[config.mk]
export PLATFORM = sky130hd
export DESIGN_NAME = sct_converter_ctrl
export DESIGN_NICKNAME = d
export VERILOG_FILES = /design/src/verilog/sct_pkg.sv /design/src/verilog/sct_tick_gen.sv /design/src/verilog/sct_converter_ctrl.sv
export SDC_FILE = /design/constraint.sdc
export NUM_CORES = 1
export LEC_CHECK = 0
export ABC_AREA = 1
export ABC_CLOCK_PERIOD_IN_PS = 1930
export BUFFER_PORTS_ARGS = -buffer_cell sky130_fd_sc_hd__buf_4
export CAP_MARGIN = 20
export CELL_PAD_IN_SITES_DETAIL_PLACEMENT = 1
export CELL_PAD_IN_SITES_GLOBAL_PLACEMENT = 2
export CORE_ASPECT_RATIO = 1.5
export CORE_MARGIN = 4
export CORE_UTILIZATION = 33
export DETAILED_ROUTE_END_ITERATION = 10
export GPL_TIMING_DRIVEN = 1
export HOLD_SLACK_MARGIN = 0.06
export PLACE_DENSITY_LB_ADDON = 0.1
export SYNTH_ARGS = -nofsm -noshare
export SYNTH_HDL_FRONTEND = slang
export SYNTH_HIERARCHICAL = 1
export SYNTH_SLANG_ARGS = --single-unit
[constraint.sdc]
create_clock -name clk -period 1.93 [get_ports clk]
set_input_delay 0.193 -clock clk [delete_from_list [all_inputs] [get_ports clk]]
set_output_delay 0.193 -clock clk [all_outputs]
set_load 0.03 [all_outputs]
[src/verilog/sct_pkg.sv]
// Purpose: Shared constants and carriers for the converter timing controller
// Assumes: APB register access, 32-bit data, one clock
// Notes:   Offsets are byte addresses
package sct_pkg;

   localparam int unsigned SCT_AW = 8;
   localparam int unsigned SCT_RES_W = 14;

   localparam logic [7:0] SCT_OFS_CTRL   = 8'h00;
   localparam logic [7:0] SCT_OFS_RESULT = 8'h88;
   localparam logic [7:0] SCT_OFS_CFG    = 8'ha4;

   localparam int unsigned SCT_CTRL_START  = 0;
   localparam int unsigned SCT_CFG_SELFPD  = 21;
   localparam int unsigned SCT_CFG_DISCH   = 20;
   localparam int unsigned SCT_CFG_SET_HI  = 19;
   localparam int unsigned SCT_CFG_SET_LO  = 17;
   localparam int unsigned SCT_CFG_CLK_HI  = 15;
   localparam int unsigned SCT_CFG_CLK_LO  = 12;
   localparam int unsigned SCT_CFG_W       = 22;

   // selfpd=1, discharge=1, settle=5, clock=7, highres=1
   localparam logic [21:0] SCT_CFG_RESET    = 22'h3b_7010;
   localparam logic [21:0] SCT_CFG_WMASK    = 22'h3f_ffff;
   localparam logic [13:0] SCT_RESULT_RESET = 14'h0000;

   // Base tracking window in converter clock cycles
   localparam logic [8:0] SCT_BASE_TRACK = 9'h004;

   typedef enum logic [2:0] {
      SCT_IDLE  = 3'b000,
      SCT_DISCH = 3'b001,
      SCT_TRACK = 3'b010,
      SCT_CONV  = 3'b011,
      SCT_DONE  = 3'b100
   } sctState_t;

   typedef struct packed {
      logic [SCT_AW-1:0] paddr;
      logic              psel;
      logic              penable;
      logic              pwrite;
      logic [31:0]       pwdata;
   } sctApbReq_t;

   typedef struct packed {
      logic [31:0] prdata;
      logic        pready;
      logic        pslverr;
   } sctApbRsp_t;

   typedef struct packed {
      logic powerDown;
      logic discharge;
      logic track;
      logic convert;
   } sctCoreCtl_t;

   // Extra sampling cycles added to the base window
   function automatic logic [8:0] sctExtraCycles(input logic [2:0] code);
      logic [8:0] r;
      r = 9'h000;
      case (code)
         3'd0:    r = 9'h000;
         3'd1:    r = 9'h004;
         3'd2:    r = 9'h008;
         3'd3:    r = 9'h010;
         3'd4:    r = 9'h020;
         3'd5:    r = 9'h040;
         3'd6:    r = 9'h080;
         default: r = 9'h100;
      endcase
      return r;
   endfunction

endpackage

[src/verilog/sct_tick_gen.sv]
// Purpose: Converter clock enable from the system clock
// Assumes: Setting N gives one tick every 2*(N+1) system cycles
// Notes:   Counter restarts on reset only; a new setting applies at once to the count in progress
`timescale 1ns/1ps
`default_nettype none
module sct_tick_gen
   import sct_pkg::*;
(
   input  wire logic       clk,
   input  wire logic       srst,
   input  wire logic [3:0] divSel,
   output logic            tick
);

   typedef struct packed {
      logic [4:0] cnt;
      logic       tick;
   } sctTickState_t;

   sctTickState_t s_q;
   sctTickState_t s_d;
   logic [4:0]    lastCnt;

   always_comb begin
      lastCnt = {divSel, 1'b1};
      s_d = s_q;
      s_d.tick = 1'b0;
      if (s_q.cnt >= lastCnt) begin
         s_d.cnt = 5'h00;
         s_d.tick = 1'b1;
      end else begin
         s_d.cnt = s_q.cnt + 5'h01;
      end
   end

   always_ff @(posedge clk) begin
      if (srst) begin
         s_q <= '0;
      end else begin
         s_q <= s_d;
      end
   end

   assign tick = s_q.tick;

endmodule
`default_nettype wire

[src/verilog/sct_converter_ctrl.sv]
// Purpose: Timing, power and result control for a SAR converter core
// Assumes: Core raises a done level after convert rises, drops it after convert falls
// Notes:   Core done and result cross in through two flip-flops
`timescale 1ns/1ps
`default_nettype none

module sct_converter_ctrl
   import sct_pkg::*;
(
   input  wire logic                 clk,
   input  wire logic                 srst,
   input  wire sctApbReq_t           apbReq,
   output sctApbRsp_t                apbRsp,
   output sctCoreCtl_t               coreCtl,
   input  wire logic                 coreDone,
   input  wire logic [SCT_RES_W-1:0] coreResult,
   output logic                      busy
);

   typedef struct packed {
      sctState_t            state;
      logic [8:0]           trackLeft;
      logic                 start;
      logic [SCT_CFG_W-1:0] cfg;
      logic [SCT_RES_W-1:0] result;
      logic                 done1;
      logic                 done2;
      logic                 doneSeen;
      logic [SCT_RES_W-1:0] res1;
      logic [SCT_RES_W-1:0] res2;
      logic [31:0]          prdata;
      logic                 pslverr;
      sctCoreCtl_t          ctl;
   } sctCtrlState_t;

   sctCtrlState_t s_q;
   sctCtrlState_t s_d;
   logic          tick;
   logic          setupPhase;
   logic          writeNow;
   logic          mapped;
   logic          selfPd;
   logic          dischEn;
   logic [8:0]    trackLen;

   sct_tick_gen u_tick (
      .clk    (clk),
      .srst   (srst),
      .divSel (s_q.cfg[SCT_CFG_CLK_HI:SCT_CFG_CLK_LO]),
      .tick   (tick)
   );

   assign selfPd   = s_q.cfg[SCT_CFG_SELFPD];
   assign dischEn  = s_q.cfg[SCT_CFG_DISCH];
   assign trackLen = SCT_BASE_TRACK
                   + sctExtraCycles(s_q.cfg[SCT_CFG_SET_HI:SCT_CFG_SET_LO]);

   assign setupPhase = apbReq.psel && !apbReq.penable;
   assign writeNow   = apbReq.psel && apbReq.penable && apbReq.pwrite;
   assign mapped     = (apbReq.paddr == SCT_OFS_CTRL)
                    || (apbReq.paddr == SCT_OFS_RESULT)
                    || (apbReq.paddr == SCT_OFS_CFG);

   always_comb begin
      s_d = s_q;

      // Synchroniser stage two reads only stage one
      s_d.done1 = coreDone;
      s_d.done2 = s_q.done1;
      s_d.res1  = coreResult;
      s_d.res2  = s_q.res1;

      // Read data captured in setup so the access phase answers from flops
      if (setupPhase) begin
         s_d.pslverr = !mapped;
         case (apbReq.paddr)
            SCT_OFS_CTRL:   s_d.prdata = {31'h0000_0000, s_q.start};
            SCT_OFS_RESULT: s_d.prdata = {18'h0_0000, s_q.result};
            SCT_OFS_CFG:    s_d.prdata = {10'h000, s_q.cfg};
            default:        s_d.prdata = 32'h0000_0000;
         endcase
      end

      // Clear before the write so a start landing on the finishing edge wins
      if (s_q.state == SCT_CONV && s_q.done2 && !s_q.doneSeen) begin
         s_d.start = 1'b0;
      end

      if (writeNow) begin
         if (apbReq.paddr == SCT_OFS_CFG) begin
            s_d.cfg = apbReq.pwdata[SCT_CFG_W-1:0] & SCT_CFG_WMASK;
         end
         // A start while busy is absorbed: the bit already reads one
         if (apbReq.paddr == SCT_OFS_CTRL && apbReq.pwdata[SCT_CTRL_START]) begin
            s_d.start = 1'b1;
         end
      end

      case (s_q.state)
         SCT_IDLE: begin
            if (s_q.start && tick) begin
               if (dischEn) begin
                  s_d.state = SCT_DISCH;
               end else begin
                  s_d.state = SCT_TRACK;
                  s_d.trackLeft = trackLen;
               end
            end
         end
         SCT_DISCH: begin
            if (tick) begin
               s_d.state = SCT_TRACK;
               s_d.trackLeft = trackLen;
            end
         end
         SCT_TRACK: begin
            if (tick) begin
               if (s_q.trackLeft <= 9'h001) begin
                  s_d.state = SCT_CONV;
                  s_d.trackLeft = 9'h000;
               end else begin
                  s_d.trackLeft = s_q.trackLeft - 9'h001;
               end
            end
         end
         SCT_CONV: begin
            if (s_q.done2 && !s_q.doneSeen) begin
               s_d.result = s_q.res2;
               s_d.state = SCT_DONE;
            end
         end
         SCT_DONE: begin
            // Wait for the core to drop done so one conversion latches once
            if (!s_q.done2) begin
               s_d.state = SCT_IDLE;
            end
         end
         default: begin
            s_d.state = SCT_IDLE;
         end
      endcase

      s_d.doneSeen = s_q.done2;

      s_d.ctl.powerDown = selfPd && (s_d.state == SCT_IDLE);
      s_d.ctl.discharge = (s_d.state == SCT_DISCH);
      s_d.ctl.track     = (s_d.state == SCT_TRACK);
      s_d.ctl.convert   = (s_d.state == SCT_CONV);
   end

   always_ff @(posedge clk) begin
      if (srst) begin
         s_q           <= '0;
         s_q.state     <= SCT_IDLE;
         s_q.cfg       <= SCT_CFG_RESET;
         s_q.result    <= SCT_RESULT_RESET;
         s_q.ctl.powerDown <= 1'b1;
      end else begin
         s_q <= s_d;
      end
   end

   assign apbRsp.prdata  = s_q.prdata;
   assign apbRsp.pslverr = s_q.pslverr && apbReq.psel && apbReq.penable;
   assign apbRsp.pready  = apbReq.psel && apbReq.penable;
   assign coreCtl        = s_q.ctl;
   assign busy           = s_q.start;

endmodule
`default_nettype wire

After elaboration in Yosys (flattened, before gate mapping)

Cells that the tools add are included.

Output and inout bits: 39
Bits of input ports: 60
Word-level logic and storage cells: 85
Flip-flop bits (word level): 123

Multiplexer cells: 18
$add $sub $neg: 3
Reduce and logical (&&, ||, !) cells: 25
Equality and inequality tests: 19
$lt $le $gt $ge: 2

Operators by type and width:

| kind                                                                             | count |
|---|---|
| 22-bit case mux with 3 select lines                                              | 1 |
| 9-bit case mux with 7 select lines                                               | 1 |
| 12-bit two-way mux                                                               | 3 |
| 9-bit case mux with 3 select lines                                               | 1 |
| 23-bit two-way mux                                                               | 1 |
| 22-bit two-way mux                                                               | 1 |
| 3-bit by 2-bit equality test with 1-bit output, second input constant            | 6 |
| 9-bit two-way mux                                                                | 2 |
| 8-bit equality test, second input constant                                       | 2 |
| 3-bit case mux with 5 select lines                                               | 1 |
| 3-bit equality test, second input constant                                       | 4 |
| 1-bit logical AND                                                                | 11 |
| 3-bit by 9-bit adder with 9-bit output, first input constant                     | 1 |
| 3-bit by 1-bit equality test with 1-bit output, second input constant            | 3 |
| 9-bit by 1-bit less-or-equal comparator with 1-bit output, second input constant | 1 |
| 3-bit logical NOT                                                                | 3 |
| 3-bit two-way mux                                                                | 3 |
| 9-bit by 1-bit subtractor with 9-bit output, second input constant               | 1 |
| 8-bit logical NOT                                                                | 1 |
| 5-bit by 1-bit adder with 5-bit output, second input constant                    | 1 |
| 5-bit >= comparator                                                              | 1 |
| 5-bit AND reduction                                                              | 1 |
| 2-bit by 1-bit inequality test with 1-bit output, second input constant          | 2 |
| 2-bit inequality test, second input constant                                     | 2 |
| other kinds (7)                                                                  | 13 |

Longest topological paths before layout

Depth in word-level cells: 8
Gate-level depth with buffers: 10
Gate-level depth less buffers: 9

Modules after synthesis

Netlist, hierarchy kept.

Modules (own cells, without submodules):

| module             | area each (µm²) | cells each | instances | seq. area each (µm²) |
|---|---|---|---|---|
| sct_converter_ctrl | 4598.2          | 621        | 1         | 2142.1 |
| sct_tick_gen       | 306.5           | 37         | 1         | 120.1 |

Worst setup path after synthesis

OpenSTA, ideal clock, no wires.

Path type: register -> register
Start: register s_q (netlist bit busy)
End: register s_q[106] (netlist name)
Clock period less this slack: 1.512 ns
Library setup time: 0.115 ns
Path buffers: 1
Path slack: 0.418 ns
Data required time: 1.815 ns
Arrival: 1.397 ns
Cell stages (with the launch flop): 9
Cells stage by stage: dfxtp_1 > nand2_1 > nor2_1 > inv_1 > nor2_1 > o21a_2 > buf_4 > nor2_1 > o21a_1

Cells in the longest elaborated chain, start to end: 3

Ends and longest elaborated chain:

| what                            | RTL line                  | source |
|---|---|---|
| start, declared                 | sct_converter_ctrl.sv:36  | `sctCtrlState_t s_q;` |
| 1-bit logical AND               | sct_converter_ctrl.sv:101 | `if (s_q.start && tick) begin` |
| 2-bit inequality test (no line) | -                         |  |
| 5-bit AND reduction (no line)   | -                         |  |

Every way passes these cells.
A chain may end at the register's enable or synchronous reset.

Worst setup path after layout

Start: register s_q[109] (netlist name)
End: register s_q[105] (netlist name)

Cells in the longest elaborated chain, start to end: 4

Ends and longest elaborated chain:

| what                                                      | RTL line                  | source |
|---|---|---|
| 9-bit by 1-bit less-or-equal comparator with 1-bit output | sct_converter_ctrl.sv:118 | `if (s_q.trackLeft <= 9'h001) begin` |
| 9-bit two-way mux                                         | sct_converter_ctrl.sv:118 |  |
| 12-bit two-way mux                                        | sct_converter_ctrl.sv:117 | `if (tick) begin` |
| 9-bit case mux with 3 select lines                        | sct_converter_ctrl.sv:99  | `case (s_q.state)` |

Every way passes these cells. The select of a mux whose other input is x is not followed.

==> metrics.yaml <==
hold_violations: 0
ctsRootBufferMaster: "clkbuf_16"
pin_count: 99
hold_class: "input port to flop"
cp_slowest_cell: "dfxtp_1"
ys_seq_elements: 113
yosys_warnings: 6
p_per_area_mw_per_mm2: 1030
cp-start-kind: "flop"
synthesis.area_sq_mm: 0.00490
critPathBufInv: 1
diodes: 0
synthDistinctLibCells: 34
dr.pass1.iters: 4
place.port_buffers: 78
antenna_found_initial: 0
drtIter0Drc: 108
crit_arrival_ps: 1830
core_area_sq_mm: 0.0146
critical_path.max_fanout: 5
synth_enable_flop_cells: 0
ctsResizeCount: 0
die_w_um: 108
grt_overflow: 0
routabilityCongestion: 0.748
clockBufferDepth: 2
ant_nets: 0
drv_slew: 0
wirelength_mm: 12.4
fin_skew_ps: 9.12
num_rows: 54
utilization_pct: 43.7
grt_start_max_net_pins: 62
drive_above_1_share_pct: 17.9
cts_tree: "built"
synth_seq_area_share_pct: 46.1
synthArstFlopShare_pct: 0
yosysTopAreaCell: "dfxtp_1"
n_fill_cell: 1811
postCtsSetupBuffers: 0
hpwl_mm: 9.12
vias: 4207
grt_pass1_vias: 4491
slew-limit-headroom_pct: 57.9
insertion_delay_ps: 410
max_cap_viol_count: 0
critPathKind: "flop to flop"
cp-end-kind: "flop"
period_minus_slack_ps: 1560
synth_area_leaders: "dfxtp_1, nor2_1, nand2_1"
min_from: "apbReq[9]"
syn_to_final_growth_pct: 30.1
finalCritPeriodShare_pct: 80.8
clk_pin_slew_ps: 50
synth_top_area_share_pct: 46.1
cpMostUsedCell: "nor2_1"
drcViolationCount: 0
fin_nets: 806
fmax_mhz: 641
avgSynthCellArea_sq_um: 7.45
syn_inst: 658
cp_top_family: "simple AND/OR/NAND/NOR gates"
rsz0062_at_grt: "no"
p_leak_nw: 2.88
grtUsageTotal_pct: 15.8
tightest_slew_ps: 631
status: "finished clean"
cpPeakStageDelay_ps: 340
cp.required_ps: 2200
grt_pass1_wl_mm: 21.3
tns_ps: 0
die_area_sq_mm: 0.0169
start_util_pct: 33.6
r2r-start: "s_q[109]"
peakVddDrop_mv: 0.444
setup_violations: 0
viasPerCell: 4.45
htreeDepth: 4
synth_ff_type: "dfxtp_1"
wire_per_inst_um: 13.1
numClockSinks: 113
critPathLaunch: "s_q[109]"
cts_buffers: 17
die_y_um: 157
crit_chain: "nor2_1 -> nand2_1 -> nor2_1 -> nor2_1 -> nand2_1 -> inv_1 -> o21ai_0 -> nor2_1"
cell usage in the layout, fill, tap and decap left out, types with 7 or more instances in the layout:
cell type and instances:
dfxtp_1 113, nor2_1 106, nand2_1 102, buf_4 88, inv_1 82, nand3_1 49
a21oi_1 46, o21ai_0 46, dlygate4sd3_1 26, clkbuf_16 17, conb_1 10, ha_1 8
o21ai_1 7, bufinv_16 7
metal layers:
metal	part of all wire (%)	routed length, um	track usage [%]	vias to the layer above
li1	-	-	-	2180
met5	0	0	0	-
met1	44	5390	18.3	1942
met2	52	6430	28.4	73
met4	1.4	171	5.11	0
met3	2.9	364	3.61	12
final timing paths:
kind / to / slack [ps] / cells after the start
worst max-delay path: s_q[105] / 370 / 8
worst min-delay path: s_q[91] / 70 / 3
worst max register to register: s_q[105] / 370 / 8
worst min register to register: s_d[65] / 400 / 2
where the power goes:
group	internal, mW	switching, mW	total [mW]	leakage, nW
logic	0.193	0.253	0.446	1.63
clock network	2.61	1.06	3.67	0.329
registers	2.39	0.0307	2.42	0.919
synth_stat cells (2+ instances only):
library cell	instances
and2_4	2
nor2_1	106
ha_1	8
xnor2_1	2
clkbuf_1	15
buf_6	5
o21ai_0	46
xor2_1	4
nand2_1	102
nor3_2	5
or2_2	2
o21ai_1	7
nand3_1	49
nand4_1	3
buf_4	37
a21oi_1	46
inv_2	2
inv_1	82
dfxtp_1	113
nor3_1	4
a31oi_1	2
buf_2	4
flip-flops by register name (all words and copies together) (netlist names):
| register | flops |
|---|---|
| s_q | 63 |
| apbRsp | 22 |
| u_tick/tick | 1 |
| u_tick/s_q | 5 |
| dischEn | 1 |
| coreCtl | 4 |
| busy | 1 |
| s_d | 16 |
repair_timing:
item                                    in CTS  in global routing
endpoints found under the setup margin       0                  0
endpoints found under the hold margin       26                  0
hold buffers                                26                  0
kinds of logic (layout without fill, tap and decap cells):
logic type,count (synthesis),in the layout,synth area share (%)
buf+inv,148,231,15.4
simple gates,276,276,24.1
other cells,1,10,0.0765
fa+ha+maj,8,8,2.04
compound gates,106,106,11.2
flops,113,113,46.1
xor+xnor,6,6,1.07
per-stage QoR:
step | setup WS [ps] | instance area (sq um) | cells | power, mW | hold slack (ps)
global placement | 323 | 5430 | 889 | 2.87 | 393
finish | 371 | 6380 | 946 | 6.54 | 66.1
detailed placement | 286 | 5430 | 889 | 2.88 | 401
floorplan | 418 | 4940 | 667 | 2.73 | 262
global route | 104 | 6380 | 946 | 6.80 | 79.8
CTS | 347 | 6380 | 946 | 6.63 | 62.3
area by class of cell:
type | instances | area, sq um | share of cell area (%)
flip-flops and latches | 113 | 2260 | 35.5
multi-input cells | 406 | 1920 | 30.1
repair buffers | 115 | 941 | 14.7
clock buffers | 21 | 460 | 7.22
inverters | 85 | 319 | 5.00
well taps | 196 | 245 | 3.84
clock inverters | 10 | 230 | 3.61
worst reg2reg max path: stages, from the launching register on:
cell and delay, ps:
dfxtp_1 340, nor2_1 200, nand2_1 120, nor2_1 170, nor2_1 120, nand2_1 190
inv_1 90, o21ai_0 150, nor2_1 50
(Power assumes the default switching activity.)
